`config.mk`:
```
export PLATFORM = sky130hd
export DESIGN_NAME = evc_unit
export DESIGN_NICKNAME = d
export VERILOG_FILES = /design/src/include/evc_pkg.sv /design/src/include/evc_pin_if.sv /design/src/hdl/evc_pin_sync.sv /design/src/hdl/evc_unit.sv
export VERILOG_INCLUDE_DIRS = /design/src /design/src/include
export SDC_FILE = /design/constraint.sdc
export NUM_CORES = 1
export LEC_CHECK = 0
export ABC_AREA = 1
export BUFFER_PORTS_ARGS = -buffer_cell sky130_fd_sc_hd__buf_4
export CORE_ASPECT_RATIO = 1.75
export CORE_MARGIN = 4
export CORE_UTILIZATION = 45
export CTS_CLUSTER_DIAMETER = 30
export DETAILED_ROUTE_END_ITERATION = 6
export HOLD_SLACK_MARGIN = 0.05
export PLACE_DENSITY = 0.79
export SYNTH_ARGS = -nofsm -noshare
export SYNTH_HDL_FRONTEND = slang
export SYNTH_SLANG_ARGS = --single-unit
```
`constraint.sdc`:
```
create_clock -name aclk -period 1.9 [get_ports aclk]
set_input_delay 0.285 -clock aclk [delete_from_list [all_inputs] [get_ports aclk]]
set_output_delay 0.285 -clock aclk [all_outputs]
set_load 0.1 [all_outputs]
```
`src/include/evc_map.svh`:
```
`ifndef EVC_MAP_SVH
`define EVC_MAP_SVH

// Vector offsets, low twenty address bits of the handler entry
`define EVC_VEC_W       20
`define EVC_VEC_RSVD    20'h00000
`define EVC_VEC_RESET   20'h00100
`define EVC_VEC_MCHK    20'h00200
`define EVC_VEC_DSI     20'h00300
`define EVC_VEC_ISI     20'h00400
`define EVC_VEC_EXT     20'h00500
`define EVC_VEC_ALIGN   20'h00600
`define EVC_VEC_PROG    20'h00700

// Register byte offsets on the AXI4-Lite port
`define EVC_ADDR_W      8
`define EVC_OFS_DFC     8'h00
`define EVC_OFS_CTRL    8'h04
`define EVC_OFS_STAT    8'h08

// Control register fields
`define EVC_CTRL_W      4
`define EVC_CTRL_EE     0
`define EVC_CTRL_LE     1
`define EVC_CTRL_EAE    2
`define EVC_CTRL_FPIMP  3

// Cause bits, numbered from the least significant end
`define EVC_DFC_XLAT    30
`define EVC_DFC_PROT    27
`define EVC_DFC_DSEG    26
`define EVC_DFC_STORE   25
`define EVC_DFC_EXTDIS  20

// Status register: pending flags above the last vector
`define EVC_STAT_PEND   20

// Synchronised pin bank
`define EVC_PIN_W       5
`define EVC_PIN_SRST    0
`define EVC_PIN_HRST    1
`define EVC_PIN_MCHK    2
`define EVC_PIN_TEA     3
`define EVC_PIN_IRQ     4

`define EVC_RESP_OKAY   2'h0
`define EVC_RESP_SLVERR 2'h2

`endif

```
`src/include/evc_pkg.sv`:
```
`include "evc_map.svh"

package evc_pkg;

    typedef enum logic [2:0] {
        OP_NONE, OP_SINGLE, OP_FP, OP_MULTIPLE, OP_RESERVE, OP_STRING, OP_EXTCTL, OP_DCBZ
    } evc_op_e;

    typedef enum logic [1:0] {
        CLS_NONE, CLS_ASYNC_NM, CLS_ASYNC_M, CLS_SYNC
    } evc_class_e;

    typedef struct packed {
        logic [`EVC_PIN_W-1:0] s1;
        logic [`EVC_PIN_W-1:0] s2;
    } evc_sync_s;

    typedef struct packed {
        logic [`EVC_ADDR_W-1:0] aw_addr;
        logic                   aw_full;
        logic [31:0]            w_data;
        logic [3:0]             w_strb;
        logic                   w_full;
        logic                   bvalid;
        logic [1:0]             bresp;
        logic                   rvalid;
        logic [31:0]            rdata;
        logic [1:0]             rresp;
        logic [31:0]            dfc;
        logic [`EVC_CTRL_W-1:0] ctrl;
        logic                   rst_prev;
        logic                   mchk_prev;
        logic                   tea_prev;
        logic                   pend_dec;
        logic                   pend_smi;
        logic                   take;
        logic [`EVC_VEC_W-1:0]  vector;
        evc_class_e             cls;
        logic                   precise;
    } evc_state_s;

endpackage

```
`src/include/evc_pin_if.sv`:
```
`timescale 1ns/1ns
`include "evc_map.svh"

// Pin levels after the two-stage synchroniser
interface evc_pin_if;
    logic [`EVC_PIN_W-1:0] lvl;
    modport src (output lvl);
    modport dst (input lvl);
endinterface

```
`src/hdl/evc_pin_sync.sv`:
```
`timescale 1ns/1ns
`include "evc_map.svh"

module evc_pin_sync (
    input  wire logic                  aclk,
    input  wire logic                  aresetn,
    input  wire logic [`EVC_PIN_W-1:0] raw,
    evc_pin_if.src                     pins
);
    evc_pkg::evc_sync_s s;
    evc_pkg::evc_sync_s next_s;

    // Two flops per pin; only the second stage leaves this module
    always_comb begin
        next_s    = s;
        next_s.s1 = raw;
        next_s.s2 = s.s1;
    end

    always_ff @(posedge aclk) begin
        if (!aresetn) begin
            s <= '0;
        end else begin
            s <= next_s;
        end
    end

    assign pins.lvl = s.s2;
endmodule

```
`src/hdl/evc_unit.sv`:
```
// Operation
// - External events are asynchronous; machine check and system reset unmaskable and imprecise.
// - Every instruction-caused exception is synchronous and always precise.
// - External, decrementer and management interrupts are maskable asynchronous, handled precisely.
// - Imprecise floating-point mode still delivers enabled fp exceptions precisely.
// - Either reset input takes system reset at 00100; offset 00000 never used.
// - Bus transfer error while the data bus is active, machine-check input or parity error take vector 00200.
// - Data fault cause bit 1 set on translation miss, else cleared.
// - Data fault cause bit 4 set when protection forbids access, else cleared.
// - Cause bit 5 on external-control write-through access or direct-store segment access.
// - Cause bit 6 set for store, cleared for load.
// - Cause bit 11 on external-control access with external access disabled.
// - Untranslatable fetch address takes instruction storage fault at 00400.
// - Fetch forbidden by key and page protection also takes instruction storage fault.
// - External interrupt at 00500 only with enable set and interrupt asserted.
// - Unaligned floating-point load/store operand takes alignment at 00600.
// - Misaligned multiple or reserve/conditional operand takes alignment.
// - Little-endian misaligned single-register load/store takes alignment.
// - Little-endian multiple or string instruction always takes alignment.
// - Cache-line-zero to write-through or cache-inhibited storage takes alignment.
// - Conditions may be seen out of order but are handled in program order.
// - Maskable asynchronous waits for next completion, or restart address when idle.
`timescale 1ns/1ns
`include "evc_map.svh"

module evc_unit #(
    parameter logic [`EVC_VEC_W-1:0] DEC_VECTOR = 20'h00f00,
    parameter logic [`EVC_VEC_W-1:0] SMI_VECTOR = 20'h00e00
) (
    input  wire logic                   aclk,
    input  wire logic                   aresetn,
    // AXI4-Lite slave
    input  wire logic [`EVC_ADDR_W-1:0] awaddr,
    input  wire logic                   awvalid,
    output logic                        awready,
    input  wire logic [31:0]            wdata,
    input  wire logic [3:0]             wstrb,
    input  wire logic                   wvalid,
    output logic                        wready,
    output logic [1:0]                  bresp,
    output logic                        bvalid,
    input  wire logic                   bready,
    input  wire logic [`EVC_ADDR_W-1:0] araddr,
    input  wire logic                   arvalid,
    output logic                        arready,
    output logic [31:0]                 rdata,
    output logic [1:0]                  rresp,
    output logic                        rvalid,
    input  wire logic                   rready,
    // Asynchronous pins
    input  wire logic                   soft_reset_in,
    input  wire logic                   hard_reset_in,
    input  wire logic                   machine_check_in,
    input  wire logic                   bus_transfer_error,
    input  wire logic                   irq_in,
    // Core-side events on this clock
    input  wire logic                   data_bus_active,
    input  wire logic                   parity_error,
    input  wire logic                   dec_event,
    input  wire logic                   smi_event,
    input  wire logic                   instr_busy,
    input  wire logic                   restart_known,
    input  wire logic                   user_mode,
    // Completing instruction report
    input  wire logic                   cmp_valid,
    input  wire logic [2:0]             cmp_op,
    input  wire logic                   cmp_store,
    input  wire logic [1:0]             cmp_ea_lo,
    input  wire logic [1:0]             cmp_size,
    input  wire logic                   cmp_xlat_miss,
    input  wire logic                   cmp_prot_deny,
    input  wire logic                   cmp_wt_target,
    input  wire logic                   cmp_direct_seg,
    input  wire logic                   cmp_wt_required,
    input  wire logic                   cmp_cache_inhib,
    input  wire logic                   cmp_fetch_miss,
    input  wire logic                   supervisor_key,
    input  wire logic                   user_key,
    input  wire logic [1:0]             page_protect_bits,
    input  wire logic                   cmp_fp_exc,
    // Exception dispatch
    output logic                        exc_take,
    output logic [`EVC_VEC_W-1:0]       exc_vector,
    output logic [1:0]                  exc_class,
    output logic                        exc_precise
);
    evc_pkg::evc_state_s s;
    evc_pkg::evc_state_s next_s;
    evc_pkg::evc_op_e    op;
    evc_pin_if           pin_bus ();

    logic rst_lvl, rst_edge, mchk_ev, tea_hit;
    logic ee, le, boundary, async_req;
    logic is_ls, word_mis, nat_mis, key;
    logic instr_storage_fault, align, dsi, sync_fault;
    logic want_rst, want_mchk, want_sync, want_async;
    logic [31:0] dfc_word, rd_word;
    logic        rd_err, wr_err;

    // Every pin crosses two flops before use
    evc_pin_sync u_sync (
        .aclk    (aclk),
        .aresetn (aresetn),
        .raw     ({irq_in, bus_transfer_error, machine_check_in,
                   hard_reset_in, soft_reset_in}),
        .pins    (pin_bus.src)
    );

    assign op = evc_pkg::evc_op_e'(cmp_op);
    assign ee = s.ctrl[`EVC_CTRL_EE];
    assign le = s.ctrl[`EVC_CTRL_LE];

    // Asynchronous events, edge-taken so a held pin fires once
    assign rst_lvl  = pin_bus.lvl[`EVC_PIN_SRST] | pin_bus.lvl[`EVC_PIN_HRST];
    assign rst_edge = rst_lvl & ~s.rst_prev;
    assign tea_hit  = pin_bus.lvl[`EVC_PIN_TEA] & ~s.tea_prev & data_bus_active;
    assign mchk_ev  = (pin_bus.lvl[`EVC_PIN_MCHK] & ~s.mchk_prev) | tea_hit
                      | parity_error;

    // Maskable class gated by the enable bit
    assign async_req = ee & (pin_bus.lvl[`EVC_PIN_IRQ] | s.pend_dec | s.pend_smi);
    assign boundary  = cmp_valid | (~instr_busy & restart_known);

    // Instruction storage fault: miss or read-prohibited by key and protection
    assign key = user_mode ? user_key : supervisor_key;
    assign instr_storage_fault = cmp_fetch_miss
                 | (key & (page_protect_bits == 2'h0));

    // Alignment checks
    assign is_ls    = (op != evc_pkg::OP_NONE);
    assign word_mis = |cmp_ea_lo;
    assign nat_mis  = ((cmp_size == 2'h1) & cmp_ea_lo[0]) | ((cmp_size >= 2'h2) & word_mis);
    always_comb begin
        align = 1'b0;
        if ((op == evc_pkg::OP_FP) && word_mis) begin
            align = 1'b1;
        end
        if ((op == evc_pkg::OP_MULTIPLE || op == evc_pkg::OP_RESERVE) && word_mis) begin
            align = 1'b1;
        end
        if (le && (op == evc_pkg::OP_SINGLE) && nat_mis) begin
            align = 1'b1;
        end
        if (le && (op == evc_pkg::OP_MULTIPLE || op == evc_pkg::OP_STRING)) begin
            align = 1'b1;
        end
        if ((op == evc_pkg::OP_DCBZ) && (cmp_wt_required || cmp_cache_inhib)) begin
            align = 1'b1;
        end
    end

    // Cause word for a data storage fault; other bits read back as zero
    always_comb begin
        dfc_word = 32'h0;
        dfc_word[`EVC_DFC_XLAT]   = cmp_xlat_miss;
        dfc_word[`EVC_DFC_PROT]   = cmp_prot_deny;
        dfc_word[`EVC_DFC_DSEG]   = ((op == evc_pkg::OP_EXTCTL) & cmp_wt_target)
                                    | cmp_direct_seg;
        dfc_word[`EVC_DFC_STORE]  = cmp_store;
        dfc_word[`EVC_DFC_EXTDIS] = (op == evc_pkg::OP_EXTCTL)
                                    & ~s.ctrl[`EVC_CTRL_EAE];
    end
    assign dsi = is_ls & (dfc_word[`EVC_DFC_XLAT] | dfc_word[`EVC_DFC_PROT]
                 | dfc_word[`EVC_DFC_DSEG] | dfc_word[`EVC_DFC_EXTDIS]);
    assign sync_fault = instr_storage_fault | align | dsi | cmp_fp_exc;

    // Priority: reset, machine check, then completion order
    assign want_rst   = rst_edge;
    assign want_mchk  = ~rst_edge & mchk_ev;
    assign want_sync  = ~rst_edge & ~mchk_ev & cmp_valid & sync_fault;
    assign want_async = ~rst_edge & ~mchk_ev & ~want_sync & boundary & async_req;

    // Register read mux
    always_comb begin
        rd_word = 32'h0;
        rd_err  = 1'b0;
        unique case (araddr)
            `EVC_OFS_DFC:  rd_word = s.dfc;
            `EVC_OFS_CTRL: rd_word[`EVC_CTRL_W-1:0] = s.ctrl;
            `EVC_OFS_STAT: rd_word = {9'h000, ee & pin_bus.lvl[`EVC_PIN_IRQ], s.pend_smi,
                                      s.pend_dec, s.vector};
            default:       rd_err = 1'b1;
        endcase
    end
    assign wr_err = (s.aw_addr != `EVC_OFS_DFC) && (s.aw_addr != `EVC_OFS_CTRL);

    // Next-state: bus slave, then exception dispatch
    always_comb begin
        next_s      = s;
        next_s.take = 1'b0;
        if (awvalid && !s.aw_full) begin
            next_s.aw_full = 1'b1;
            next_s.aw_addr = awaddr;
        end
        if (wvalid && !s.w_full) begin
            next_s.w_full = 1'b1;
            next_s.w_data = wdata;
            next_s.w_strb = wstrb;
        end
        if (s.bvalid && bready) begin
            next_s.bvalid = 1'b0;
        end
        // Write commits once both halves are held and the response slot is free
        if (s.aw_full && s.w_full && !s.bvalid) begin
            next_s.aw_full = 1'b0;
            next_s.w_full  = 1'b0;
            next_s.bvalid  = 1'b1;
            next_s.bresp   = wr_err ? `EVC_RESP_SLVERR : `EVC_RESP_OKAY;
            for (int b = 0; b < 4; b++) begin
                if (s.w_strb[b] && s.aw_addr == `EVC_OFS_DFC) begin
                    next_s.dfc[b*8 +: 8] = s.w_data[b*8 +: 8];
                end
            end
            if (s.w_strb[0] && s.aw_addr == `EVC_OFS_CTRL) begin
                next_s.ctrl = s.w_data[`EVC_CTRL_W-1:0];
            end
        end
        if (s.rvalid && rready) begin
            next_s.rvalid = 1'b0;
        end
        if (arvalid && !s.rvalid) begin
            next_s.rvalid = 1'b1;
            next_s.rdata  = rd_word;
            next_s.rresp  = rd_err ? `EVC_RESP_SLVERR : `EVC_RESP_OKAY;
        end

        next_s.rst_prev  = rst_lvl;
        next_s.mchk_prev = pin_bus.lvl[`EVC_PIN_MCHK];
        next_s.tea_prev  = pin_bus.lvl[`EVC_PIN_TEA];

        // Dispatch; the vector register never holds the reserved offset once used
        if (want_rst) begin
            next_s.take    = 1'b1;
            next_s.vector  = `EVC_VEC_RESET;
            next_s.cls     = evc_pkg::CLS_ASYNC_NM;
            next_s.precise = 1'b0;
        end else if (want_mchk) begin
            next_s.take    = 1'b1;
            next_s.vector  = `EVC_VEC_MCHK;
            next_s.cls     = evc_pkg::CLS_ASYNC_NM;
            next_s.precise = 1'b0;
        end else if (want_sync) begin
            next_s.take    = 1'b1;
            next_s.cls     = evc_pkg::CLS_SYNC;
            next_s.precise = 1'b1;
            if (instr_storage_fault) begin
                next_s.vector = `EVC_VEC_ISI;
            end else if (align) begin
                next_s.vector = `EVC_VEC_ALIGN;
            end else if (dsi) begin
                next_s.vector = `EVC_VEC_DSI;
                next_s.dfc    = dfc_word;
            end else begin
                // Imprecise fp mode bit is held but never changes delivery
                next_s.vector = `EVC_VEC_PROG;
            end
        end else if (want_async) begin
            next_s.take    = 1'b1;
            next_s.cls     = evc_pkg::CLS_ASYNC_M;
            next_s.precise = 1'b1;
            if (pin_bus.lvl[`EVC_PIN_IRQ]) begin
                next_s.vector = `EVC_VEC_EXT;
            end else if (s.pend_dec) begin
                next_s.vector   = DEC_VECTOR;
                next_s.pend_dec = 1'b0;
            end else begin
                next_s.vector   = SMI_VECTOR;
                next_s.pend_smi = 1'b0;
            end
        end
        // A new event in the clearing cycle is kept
        if (dec_event) begin
            next_s.pend_dec = 1'b1;
        end
        if (smi_event) begin
            next_s.pend_smi = 1'b1;
        end
    end

    always_ff @(posedge aclk) begin
        if (!aresetn) begin
            s <= '0;
        end else begin
            s <= next_s;
        end
    end

    assign awready     = ~s.aw_full;
    assign wready      = ~s.w_full;
    assign bvalid      = s.bvalid;
    assign bresp       = s.bresp;
    assign arready     = ~s.rvalid;
    assign rvalid      = s.rvalid;
    assign rdata       = s.rdata;
    assign rresp       = s.rresp;
    assign exc_take    = s.take;
    assign exc_vector  = s.vector;
    assign exc_class   = s.cls;
    assign exc_precise = s.precise;

    // Checks
    AST_NM_IMPRECISE: assert property (@(posedge aclk) disable iff (!aresetn)
        exc_take && exc_class == evc_pkg::CLS_ASYNC_NM |-> !exc_precise)
        else $error("non-maskable exception marked precise");
    AST_SYNC_PRECISE: assert property (@(posedge aclk) disable iff (!aresetn)
        want_sync |=> exc_take && exc_precise && exc_class == evc_pkg::CLS_SYNC)
        else $error("instruction fault not taken precisely");
    AST_FP_ANY_MODE: assert property (@(posedge aclk) disable iff (!aresetn)
        want_sync && !instr_storage_fault && !align && !dsi |=> exc_precise && exc_vector == `EVC_VEC_PROG)
        else $error("fp exception not delivered precisely");
    AST_RESET_VEC: assert property (@(posedge aclk) disable iff (!aresetn)
        rst_edge |=> exc_take && exc_vector == `EVC_VEC_RESET)
        else $error("reset pin did not vector to system reset");
    AST_NO_RSVD: assert property (@(posedge aclk) disable iff (!aresetn)
        exc_take |-> exc_vector != `EVC_VEC_RSVD)
        else $error("reserved vector issued");
    AST_MCHK: assert property (@(posedge aclk) disable iff (!aresetn)
        !rst_edge && (parity_error || tea_hit) |=> exc_take && exc_vector == `EVC_VEC_MCHK)
        else $error("machine check not taken");
    AST_DFC_CAUSE: assert property (@(posedge aclk) disable iff (!aresetn)
        want_sync && !instr_storage_fault && !align && dsi |=> s.dfc[`EVC_DFC_XLAT] == $past(cmp_xlat_miss)
        && s.dfc[`EVC_DFC_STORE] == $past(cmp_store) && exc_vector == `EVC_VEC_DSI)
        else $error("cause bits not recorded on data fault");
    AST_ISI: assert property (@(posedge aclk) disable iff (!aresetn)
        want_sync && cmp_fetch_miss |=> exc_vector == `EVC_VEC_ISI)
        else $error("fetch miss not vectored to instruction fault");
    AST_EXT_MASK: assert property (@(posedge aclk) disable iff (!aresetn)
        exc_take && exc_vector == `EVC_VEC_EXT |-> $past(ee) && $past(boundary))
        else $error("external interrupt taken while masked or mid-instruction");
    AST_ALIGN_LE: assert property (@(posedge aclk) disable iff (!aresetn)
        want_sync && !instr_storage_fault && le && op == evc_pkg::OP_STRING |=> exc_vector == `EVC_VEC_ALIGN)
        else $error("little-endian string not aligned-trapped");
    AST_ORDER: assert property (@(posedge aclk) disable iff (!aresetn)
        rst_edge && mchk_ev |=> exc_take && exc_vector == `EVC_VEC_RESET)
        else $error("machine check overtook system reset");
    AST_MASKED: assert property (@(posedge aclk) disable iff (!aresetn)
        !ee |=> !(exc_take && exc_class == evc_pkg::CLS_ASYNC_M))
        else $error("maskable exception taken while masked");
    AST_DFC_PROT: assert property (@(posedge aclk) disable iff (!aresetn)
        want_sync && !instr_storage_fault && !align && dsi |=> s.dfc[`EVC_DFC_PROT] == $past(cmp_prot_deny))
        else $error("protection cause bit not recorded");
endmodule

```
==> qor.csv, run 1 <==
metric;value;unit
status;completed;
syn_avg_cell_area;7.760;um2
row_count;54;
yosysMostFrequentCell;dfxtp_1;
synthSimpleGateAreaFrac;17.00;%
io_buffers;138;
firstDrtPassIters;5;
path_max_fanout;27;
p_clk_share;44.0;%
drc;0;
drive_above_1_share;25.34;%
synthXorXnorAreaFrac;0;%
ys_types;36;
rrSetupSlack;230;ps
via_per_inst;4.850;
power_density;1065;mW/mm2
dp.cells;1004;
final_cell_area;0.007522;mm2
slowest_stage;dfxtp_1;
dpl_cell_area;0.006827;mm2
critPathRequiredTime;2190;ps
crit_start;s[26]$_SDFF_PN0_;
fmax;599.5;MHz
synth_compound_area_share;17.30;%
wire_per_inst;13.70;um
root_buffer;clkbuf_16;
fp.dieH;158.5;um
crit_path_end;s[39]$_SDFF_PN0_;
rsz0062_at_grt;false;
yosys_warnings;0;
nNetsFinal;951;
cp_common_cell;nor2_1;
n_fill_cell;1165;
grt_pass1_wl;22730;um
cts_tree;built;
ys.flop_type;dfxtp_1;
synthArstFlopShare;0;%
clk_path_buf_depth;2;
critical_path.endpoint_type;register;
routabilityCongestion;0.8596;
period_needed;1668;ps
reg2reg_from;s[26]$_SDFF_PN0_;
utilization;59.86;%
clock_skew;7.688;ps
start_kind;register;
ir_drop;0.0007364;V
swShare;28.47;%
synthMuxAreaShare;1.739;%
ant_nets;0;
clk_latency;410;ps
cts_sinks;140;
yosys.area.top_type;dfxtp_1;
seq_area_frac_synth;48.09;%
crit_chain;nand3b_1 > o21ai_0 > nor2_1 > nand2_1 > nor2_1 > nand4_2 > o21ai_2 > buf_12 > nor3_1;
first_iter_violations;224;
cts_max_level;4;
intPower;5.731;mW
worst_ep_arrival_time;1960;ps
path_clk_slew;60;ps
cts_inserted_buffers;17;
ios;157;
finalCritPeriodShare;87.80;%
ys_ff_latch;140;
leakage;3.491;nW
pwr-share-seq;39.7;%
synth_edf_count;0;
fin_cells;1040;
grt_max_degree;64;
grt_usage;19.41;%
setup_tns;0;ps
worstHoldPathType;in2reg;
cap_violations;0;
syn_area;0.005828;mm2
vias;5044;
rr_endpoint;s[39]$_SDFF_PN0_;
finalMaxSlewViolations;0;
cp_top_family;simple AND/OR/NAND/NOR gates;
rr_worst_depth;9;
crit_type;reg2reg;
synth_top_family_by_area;compound AO/OA/AOI/OAI gates;
synthTopCellsByCount;140 x dfxtp_1, 125 x nor2_1, 92 x o21ai_0;
diodes;0;
dieArea;0.01491;mm2
cpPeakStageDelay;300;ps
crit_buf_inv;1;
grt_pass1_vias;4915;
grt-ovfl-total;0;
area_growth;29.07;%
dp_hpwl;10390;um
comb_power_share;16.4;%
setup_viol;0;
drt_wl_total;14250;um
die_x;94.03;um
worst-path-stages;9;
power.switching;2.281;mW
syn_inst;751;
yosysTopAreaCellShare;48.09;%
hold_viol_final;0;
antenna_found_initial;0;
core_region_area;0.01257;mm2
synthAdderAreaFrac;0;%
start_util;46.38;%
yosys-top-cells-area;dfxtp_1 48%, nor2_1 8.1%, o21ai_0 7.9%;
==> how the worst min path moves through the flow <==
| stage | startpoint | end | slack [ps] | cells after the start |
|---|---|---|---|---|
| after global routing | soft_reset_in | u_sync.next_s[0]$_SDFF_PN0_ | 60 | 3 |
| after floorplan | soft_reset_in | u_sync.next_s[0]$_SDFF_PN0_ | 380 | 2 |
| final | soft_reset_in | u_sync.next_s[0]$_SDFF_PN0_ | 60 | 3 |
| after detailed placement | u_sync.next_s[3]$_SDFF_PN0_ | u_sync.pins.lvl[3]$_SDFF_PN0_ | 400 | 2 |
| after CTS | soft_reset_in | u_sync.next_s[0]$_SDFF_PN0_ | 50 | 3 |
| after global placement | u_sync.next_s[1]$_SDFF_PN0_ | u_sync.pins.lvl[1]$_SDFF_PN0_ | 390 | 2 |
==> per-stage QoR <==
step           hold WS [ps]  setup slack [ps]  power (mW)
3_5_place_dp          396.4             49.58       4.531
4_1_cts               54.08             108.6       8.047
2_1_floorplan         382.6            -26.11       4.264
6_report              64.19             231.9       8.012
5_1_grt               64.43             32.02       8.285
3_3_place_gp          392.2             83.60       4.514
==> power groups by stage <==
stage               clock network (mW)  logic [mW]  registers, mW
floorplan                            0        1.02           3.25
global placement                     0        1.28           3.23
detailed placement                   0        1.29           3.24
CTS                               3.57        1.31           3.18
global route                      3.69        1.40           3.19
finish                            3.52        1.31           3.18
==> worst min-delay path: cells and delay by family <==
family / cells / cell delay [ps]
and+or+nand+nor: 1 / 40
buffers and inverters: 2 / 120
==> logic make-up (layout without fill, tap and decap cells) <==
| family | Yosys count | in the layout |
|---|---|---|
| flops | 140 | 140 |
| mux | 10 | 10 |
| buf+inv | 182 | 286 |
| other cells | 1 | 18 |
| simple gates | 236 | 236 |
| compound gates | 182 | 182 |
==> placed cells by master, fill, tap and decap left out, types with 5 or more instances in the layout <==
master / count
mux2i_1: 9
dfxtp_1: 137
a211oi_1: 10
o21ai_0: 88
inv_1: 86
o221ai_1: 5
a21oi_1: 57
nor2_1: 122
buf_4: 154
clkbuf_16: 17
conb_1: 18
nor3_1: 13
nand3_1: 10
nand2_1: 71
==> what timing repair did <==
item / CTS / global route
hold buffers: 3 / 0
gates resized for setup: 1 / 0
endpoints found under the hold margin: 3 / 0
endpoints found under the setup margin: 1 / 9
pin swaps: 0 / 1
setup buffers: 0 / 1
==> routing by layer <==
layer,global-route usage (%),wire length (um),part of all wire (%)
met1,20.42,5347,38
met3,3.924,841,5.9
met5,0,0,0
met2,36.97,7843,55
met4,7.782,214,1.5
==> layout make-up <==
| cell class | count | area (um2) | share of cell area (%) |
|---|---|---|---|
| multi-input cells | 446 | 2233 | 29.69 |
| well taps | 168 | 210.2 | 2.794 |
| clock buffers | 19 | 452.9 | 6.021 |
| inverters | 93 | 362.8 | 4.824 |
| clock inverters | 13 | 187.7 | 2.495 |
| flip-flops and latches | 140 | 2809 | 37.34 |
| repair buffers | 161 | 1266 | 16.83 |
==> state kept, by name, indices dropped and copies added, names as in the netlist <==
register / cells
exc_vector: 4
s: 85
rvalid: 1
u_sync.pins.lvl: 5
ee: 1
rdata: 32
bvalid: 1
rresp: 1
exc_class: 2
bresp: 1
u_sync.next_s: 5
le: 1
exc_take: 1
(Power assumes the default switching activity.)
==> inputs of run 2 (changes only) <==
--- a/config.mk
+++ b/config.mk
@@ -6,7 +6,6 @@
 export SDC_FILE = /design/constraint.sdc
 export NUM_CORES = 1
 export LEC_CHECK = 0
-export ABC_AREA = 1
 export BUFFER_PORTS_ARGS = -buffer_cell sky130_fd_sc_hd__buf_4
 export CORE_ASPECT_RATIO = 1.75
 export CORE_MARGIN = 4
==> qor.csv, run 2 <==
metric;value;unit
dp_hpwl;10330;um
routabilityCongestion;0.7851;
cts_sinks;140;
path_clk_slew;60;ps
fp.dieH;160.1;um
nNetsFinal;850;
row_count;55;
final_common_cell;buf_4;
seq_area_frac_synth;47.11;%
finalCritPeriodShare;93.57;%
rsz0062_at_grt;false;
total_power;7.463;mW
post_cts.repair.setup_buffers;0;
start_util;45.99;%
firstDrtPassIters;6;
yosysTopAreaCellShare;47.11;%
grt_usage;19.24;%
die_x;94.92;um
status;completed;
grt_pass1_vias;4709;
critPathRequiredTime;2170;ps
comb_power_share;13.4;%
first_iter_violations;193;
power.switching;2.072;mW
drt_wl_total;14390;um
yosys_warnings;0;
syn_avg_cell_area;9.083;um2
synthArstFlopShare;0;%
largest_reg_flops;85;
ys_types;61;
ys_ff_latch;140;
period_needed;1778;ps
hold_ws;70.70;ps
critical_path.endpoint_type;register;
syn_inst;655;
ir_drop;0.0006657;V
mostFrequentLayoutCells;160 x buf_4, 138 x dfxtp_1, 100 x nand2_1;
syn_area;0.005949;mm2
pwr-share-seq;41.7;%
cap_violations;0;
fmax;562.5;MHz
yosys.area.top_type;dfxtp_1;
ios;157;
intPower;5.392;mW
antenna_found_initial;0;
top_register;s;
finalMaxSlewViolations;0;
start_kind;register;
root_buffer;clkbuf_16;
cts_tree;built;
setup_viol;0;
drive_above_1_share;30.74;%
io_buffers;138;
grt_max_degree;88;
drc;0;
worstHoldPathType;in2reg;
core_region_area;0.01294;mm2
worst_ep_arrival_time;2050;ps
setup_ws;122.1;ps
swShare;27.76;%
dieArea;0.01520;mm2
vias;4782;
cts_inserted_buffers;17;
grt-ovfl-total;0;
power_density;994.5;mW/mm2
crit_type;reg2reg;
p_clk_share;44.9;%
setup_tns;0;ps
leakage;3.296;nW
clk_path_buf_depth;2;
yosys-top-cells-area;dfxtp_1 47%, buf_4 7.6%, mux2i_1 7.6%;
clk_latency;420;ps
synth_edf_count;0;
hold_viol_final;0;
wire_per_inst;15.28;um
clock_skew;6.320;ps
cts_max_level;4;
area_growth;26.14;%
pre_cts_ws;-67.93;ps
ant_nets;0;
diodes;0;
yosysMostFrequentCell;dfxtp_1;
grt_pass1_wl;22650;um
path_max_fanout;7;
via_per_inst;5.076;
ys.flop_type;dfxtp_1;
synthTopCellsByCount;140 x dfxtp_1, 101 x nand2_1, 62 x nor2_1;
run 2: cell count changes after synthesis, sizes merged, moves of 12 or more:
| cell | change |
|---|---|
| nor2 | -64 |
| mux2i | +36 |
| and2 | +12 |
| inv | -79 |
| o21ai | -88 |
| nand2 | +28 |
run 2: repair_timing:
item	4_1_cts	5_1_grt
hold buffers	1	0
endpoints found under the hold margin	1	0
gates resized for setup	0	1
setup endpoints to repair	0	1
run 2: metrics by stage:
step	area [um2]	utilization, %	cells
finish	7505	58.01	942
global route	7505	58.01	942
CTS	7503	58.00	942
detailed placement	6887	53.23	909
global placement	6887	53.23	909
floorplan	6027	-	672
run 2: metal layers:
layer | track usage [%] | part of all wire (%) | up-vias
li1 | - | - | 2370
met1 | 19.98 | 36 | 2232
met5 | 0 | 0 | -
met3 | 5.419 | 5.9 | 34
met2 | 34.53 | 54 | 146
met4 | 9.198 | 3.4 | 0
run 2: cell families (layout without fill, tap and decap cells):
group	after synthesis	in the layout	share of synthesized area, %
xor+xnor	1	1	0.1472
mux	49	49	8.328
simple gates	244	244	20.15
flops	140	140	47.11
buf+inv	107	206	11.15
compound gates	113	113	13.06
other cells	1	18	0.06303
run 2: power by group through the flow:
stage          registers [mW]  clock network [mW]  logic (mW)
3_5_place_dp             3.17                   0        1.00
4_1_cts                  3.11                3.41        1.01
5_1_grt                  3.12                3.54        1.07
2_1_floorplan            3.19                   0       0.724
6_report                 3.11                3.35        1.00
3_3_place_gp             3.17                   0       0.992
run 2: worst max-delay path, stage by stage, from the launching register on:
cell and delay [ps]:
dfxtp_1 370, nand2b_1 70, a2111o_1 460, a21o_1 220, o31ai_4 330, a41oi_1 190
run 2: cell type report:
class	instances	area [um2]
Fill cell	1201	5433
Sequential cell	140	2810
Multi-Input combinational cell	425	2561
Timing Repair Buffer	164	1271
Clock buffer	19	454.2
Tap cell	171	214.0
Clock inverter	13	152.6
Inverter	10	41.29
run 2: final timing paths:
kind | from | end | slack [ps] | depth (start not counted)
worst max-delay path | s[31]$_SDFFE_PN0P_ | exc_vector[9]$_SDFFE_PP0P_ | 120 | 5
worst min-delay path | bus_transfer_error | u_sync.next_s[3]$_SDFF_PN0_ | 70 | 2
worst max register to register | s[31]$_SDFFE_PN0P_ | exc_vector[9]$_SDFFE_PP0P_ | 120 | 5
worst min register to register | u_sync.next_s[3]$_SDFF_PN0_ | u_sync.pins.lvl[3]$_SDFF_PN0_ | 430 | 1
==> inputs of run 3 (changes only) <==
--- a/config.mk
+++ b/config.mk
@@ -8,12 +8,13 @@
 export LEC_CHECK = 0
 export BUFFER_PORTS_ARGS = -buffer_cell sky130_fd_sc_hd__buf_4
 export CORE_ASPECT_RATIO = 1.75
-export CORE_MARGIN = 4
 export CORE_UTILIZATION = 45
+export CTS_BUF_LIST = sky130_fd_sc_hd__clkbuf_4 sky130_fd_sc_hd__clkbuf_8 sky130_fd_sc_hd__clkbuf_16
 export CTS_CLUSTER_DIAMETER = 30
 export DETAILED_ROUTE_END_ITERATION = 6
 export HOLD_SLACK_MARGIN = 0.05
 export PLACE_DENSITY = 0.79
+export REMOVE_ABC_BUFFERS = 1
 export SYNTH_ARGS = -nofsm -noshare
 export SYNTH_HDL_FRONTEND = slang
 export SYNTH_SLANG_ARGS = --single-unit
==> qor.csv, run 3 (synthesis gave the netlist of run 2 again) <==
metric;value;unit
grt_usage;21.83;%
slowest_stage;a2111o_1;
dp_hpwl;9968;um
setup_viol;0;
via_per_inst;5.120;
post_cts.repair.setup_buffers;0;
start_kind;register;
finalMaxSlewViolations;0;
start_util;45.99;%
fmax;556.9;MHz
fp.dieH;154.1;um
hold-path-endpoint;u_sync.next_s[2]$_SDFF_PN0_;
diodes;0;
grt_max_degree;59;
wire_per_inst;14.91;um
pre_cts_ws;-83.27;ps
period_needed;1796;ps
rr_worst_depth;5;
rsz0062_at_grt;false;
dp.cells;908;
drc;0;
drive_above_1_share;30.17;%
relSlewSlack;60.27;%
grt_pass1_vias;4741;
drt_wl_total;14010;um
die_x;88.92;um
clock_skew;6.205;ps
clk_latency;410;ps
area_growth;26.48;%
cts_inserted_buffers;17;
nNetsFinal;849;
mostFrequentLayoutCells;160 x buf_4, 140 x dfxtp_1, 101 x nand2_1;
min-delay-start;machine_check_in;
use_met1;22.85;%
ios;157;
finalCritPeriodShare;94.51;%
final_cell_area;0.007525;mm2
leakage;3.307;nW
reg2reg_from;s[31]$_SDFFE_PN0P_;
cts_max_level;4;
hold_ws;76.71;ps
vias;4813;
routabilityCongestion;0.8072;
crit_chain;nand2b_1 > a2111o_1 > a21o_1 > o31ai_4 > nor3b_1;
ir_drop;0.0006809;V
critPathRequiredTime;2230;ps
firstDrtPassIters;4;
grt_most_used_layer;met2;
cpPeakStageDelay;470;ps
use_met3;4.670;%
grt-ovfl-total;0;
setup_ws;104.4;ps
setup_tns;0;ps
rrSetupSlack;100;ps
fin_cells;940;
hold_viol_final;0;
dpl_cell_area;0.006853;mm2
tightest_slew;592.0;ps
io_buffers;138;
holdPathStages;2;
status;completed;
critical_path.endpoint_type;register;
worstHoldPathType;in2reg;
rr_endpoint;exc_vector[11]$_SDFFE_PP0P_;
cts_tree;built;
worst_ep_arrival_time;2130;ps
largest_reg_flops;85;
grt.met2_usage;38.90;%
antenna_found_initial;0;
root_buffer;clkbuf_16;
ant_nets;0;
utilization;58.16;%
crit_type;reg2reg;
path_clk_slew;60;ps
power_density;1032;mW/mm2
final_common_cell;buf_4;
first_iter_violations;211;
row_count;55;
dieArea;0.01370;mm2
top_register;s;
grt_pass1_wl;22670;um
path_max_fanout;7;
clk_path_buf_depth;2;
cap_violations;0;
cts_sinks;140;
core_region_area;0.01294;mm2
total_power;7.765;mW
==> run 3: cell count changes in the layout (fill, tap and decap cells not counted), sizes merged <==
cell | previous run | this run
buf | 163 | 162
bufinv | 2 | 5
clkbuf | 19 | 21
clkinv | 5 | 1
clkinvlp | 1 | 3
inv | 15 | 11
==> run 3: how the worst max path moves through the flow <==
| stage | slack (ps) | start | to |
|---|---|---|---|
| 2_1_floorplan | -1120 | rvalid$_SDFFE_PN0P_ | rdata[0]$_SDFFE_PN0P_ |
| 3_3_place_gp | -40 | araddr[5] | rdata[22]$_SDFFE_PN0P_ |
| 3_5_place_dp | -80 | araddr[5] | rdata[4]$_SDFFE_PN0P_ |
| 4_1_cts | 90 | s[148]$_SDFFE_PN0P_ | s[53]$_SDFF_PN0_ |
| 5_1_grt | 5 | s[148]$_SDFFE_PN0P_ | s[53]$_SDFF_PN0_ |
| 6_report | 100 | s[31]$_SDFFE_PN0P_ | exc_vector[11]$_SDFFE_PP0P_ |
==> run 3: report_power, final <==
group / internal (mW) / total, mW / switching [mW]
combinational: 0.309 / 1.00 / 0.695
sequential: 3.04 / 3.11 / 0.0690
clock: 2.44 / 3.65 / 1.21
total: 5.79 / 7.76 / 1.97
==> run 3: area by class of cell <==
class                   instances  area (um2)
clock buffers                  21       474.2
clock inverters                10       186.4
fillers                      1177        5413
inverters                      10       37.54
multi-input cells             425        2559
flip-flops and latches        140        2803
well taps                     171       214.0
repair buffers                163        1251
==> run 3: layer usage <==
layer,up-vias,wire [um]
li1,2361,-
met2,163,7401
met3,48,593
met5,-,0
met4,0,699
met1,2241,5316
==> run 3: what timing repair did <==
item                                    4_1_cts  5_1_grt
endpoints found under the hold margin         1        0
endpoints found under the setup margin        0        4
resized for setup                             0        1
hold buffers                                  1        0
==> run 3: worst max-delay path: cells and delay by family, from the launching register on <==
family,cells,cell delay (ps)
AOI/OAI and AO/OA,3,1030
DFF,1,390
and+or+nand+nor,2,310
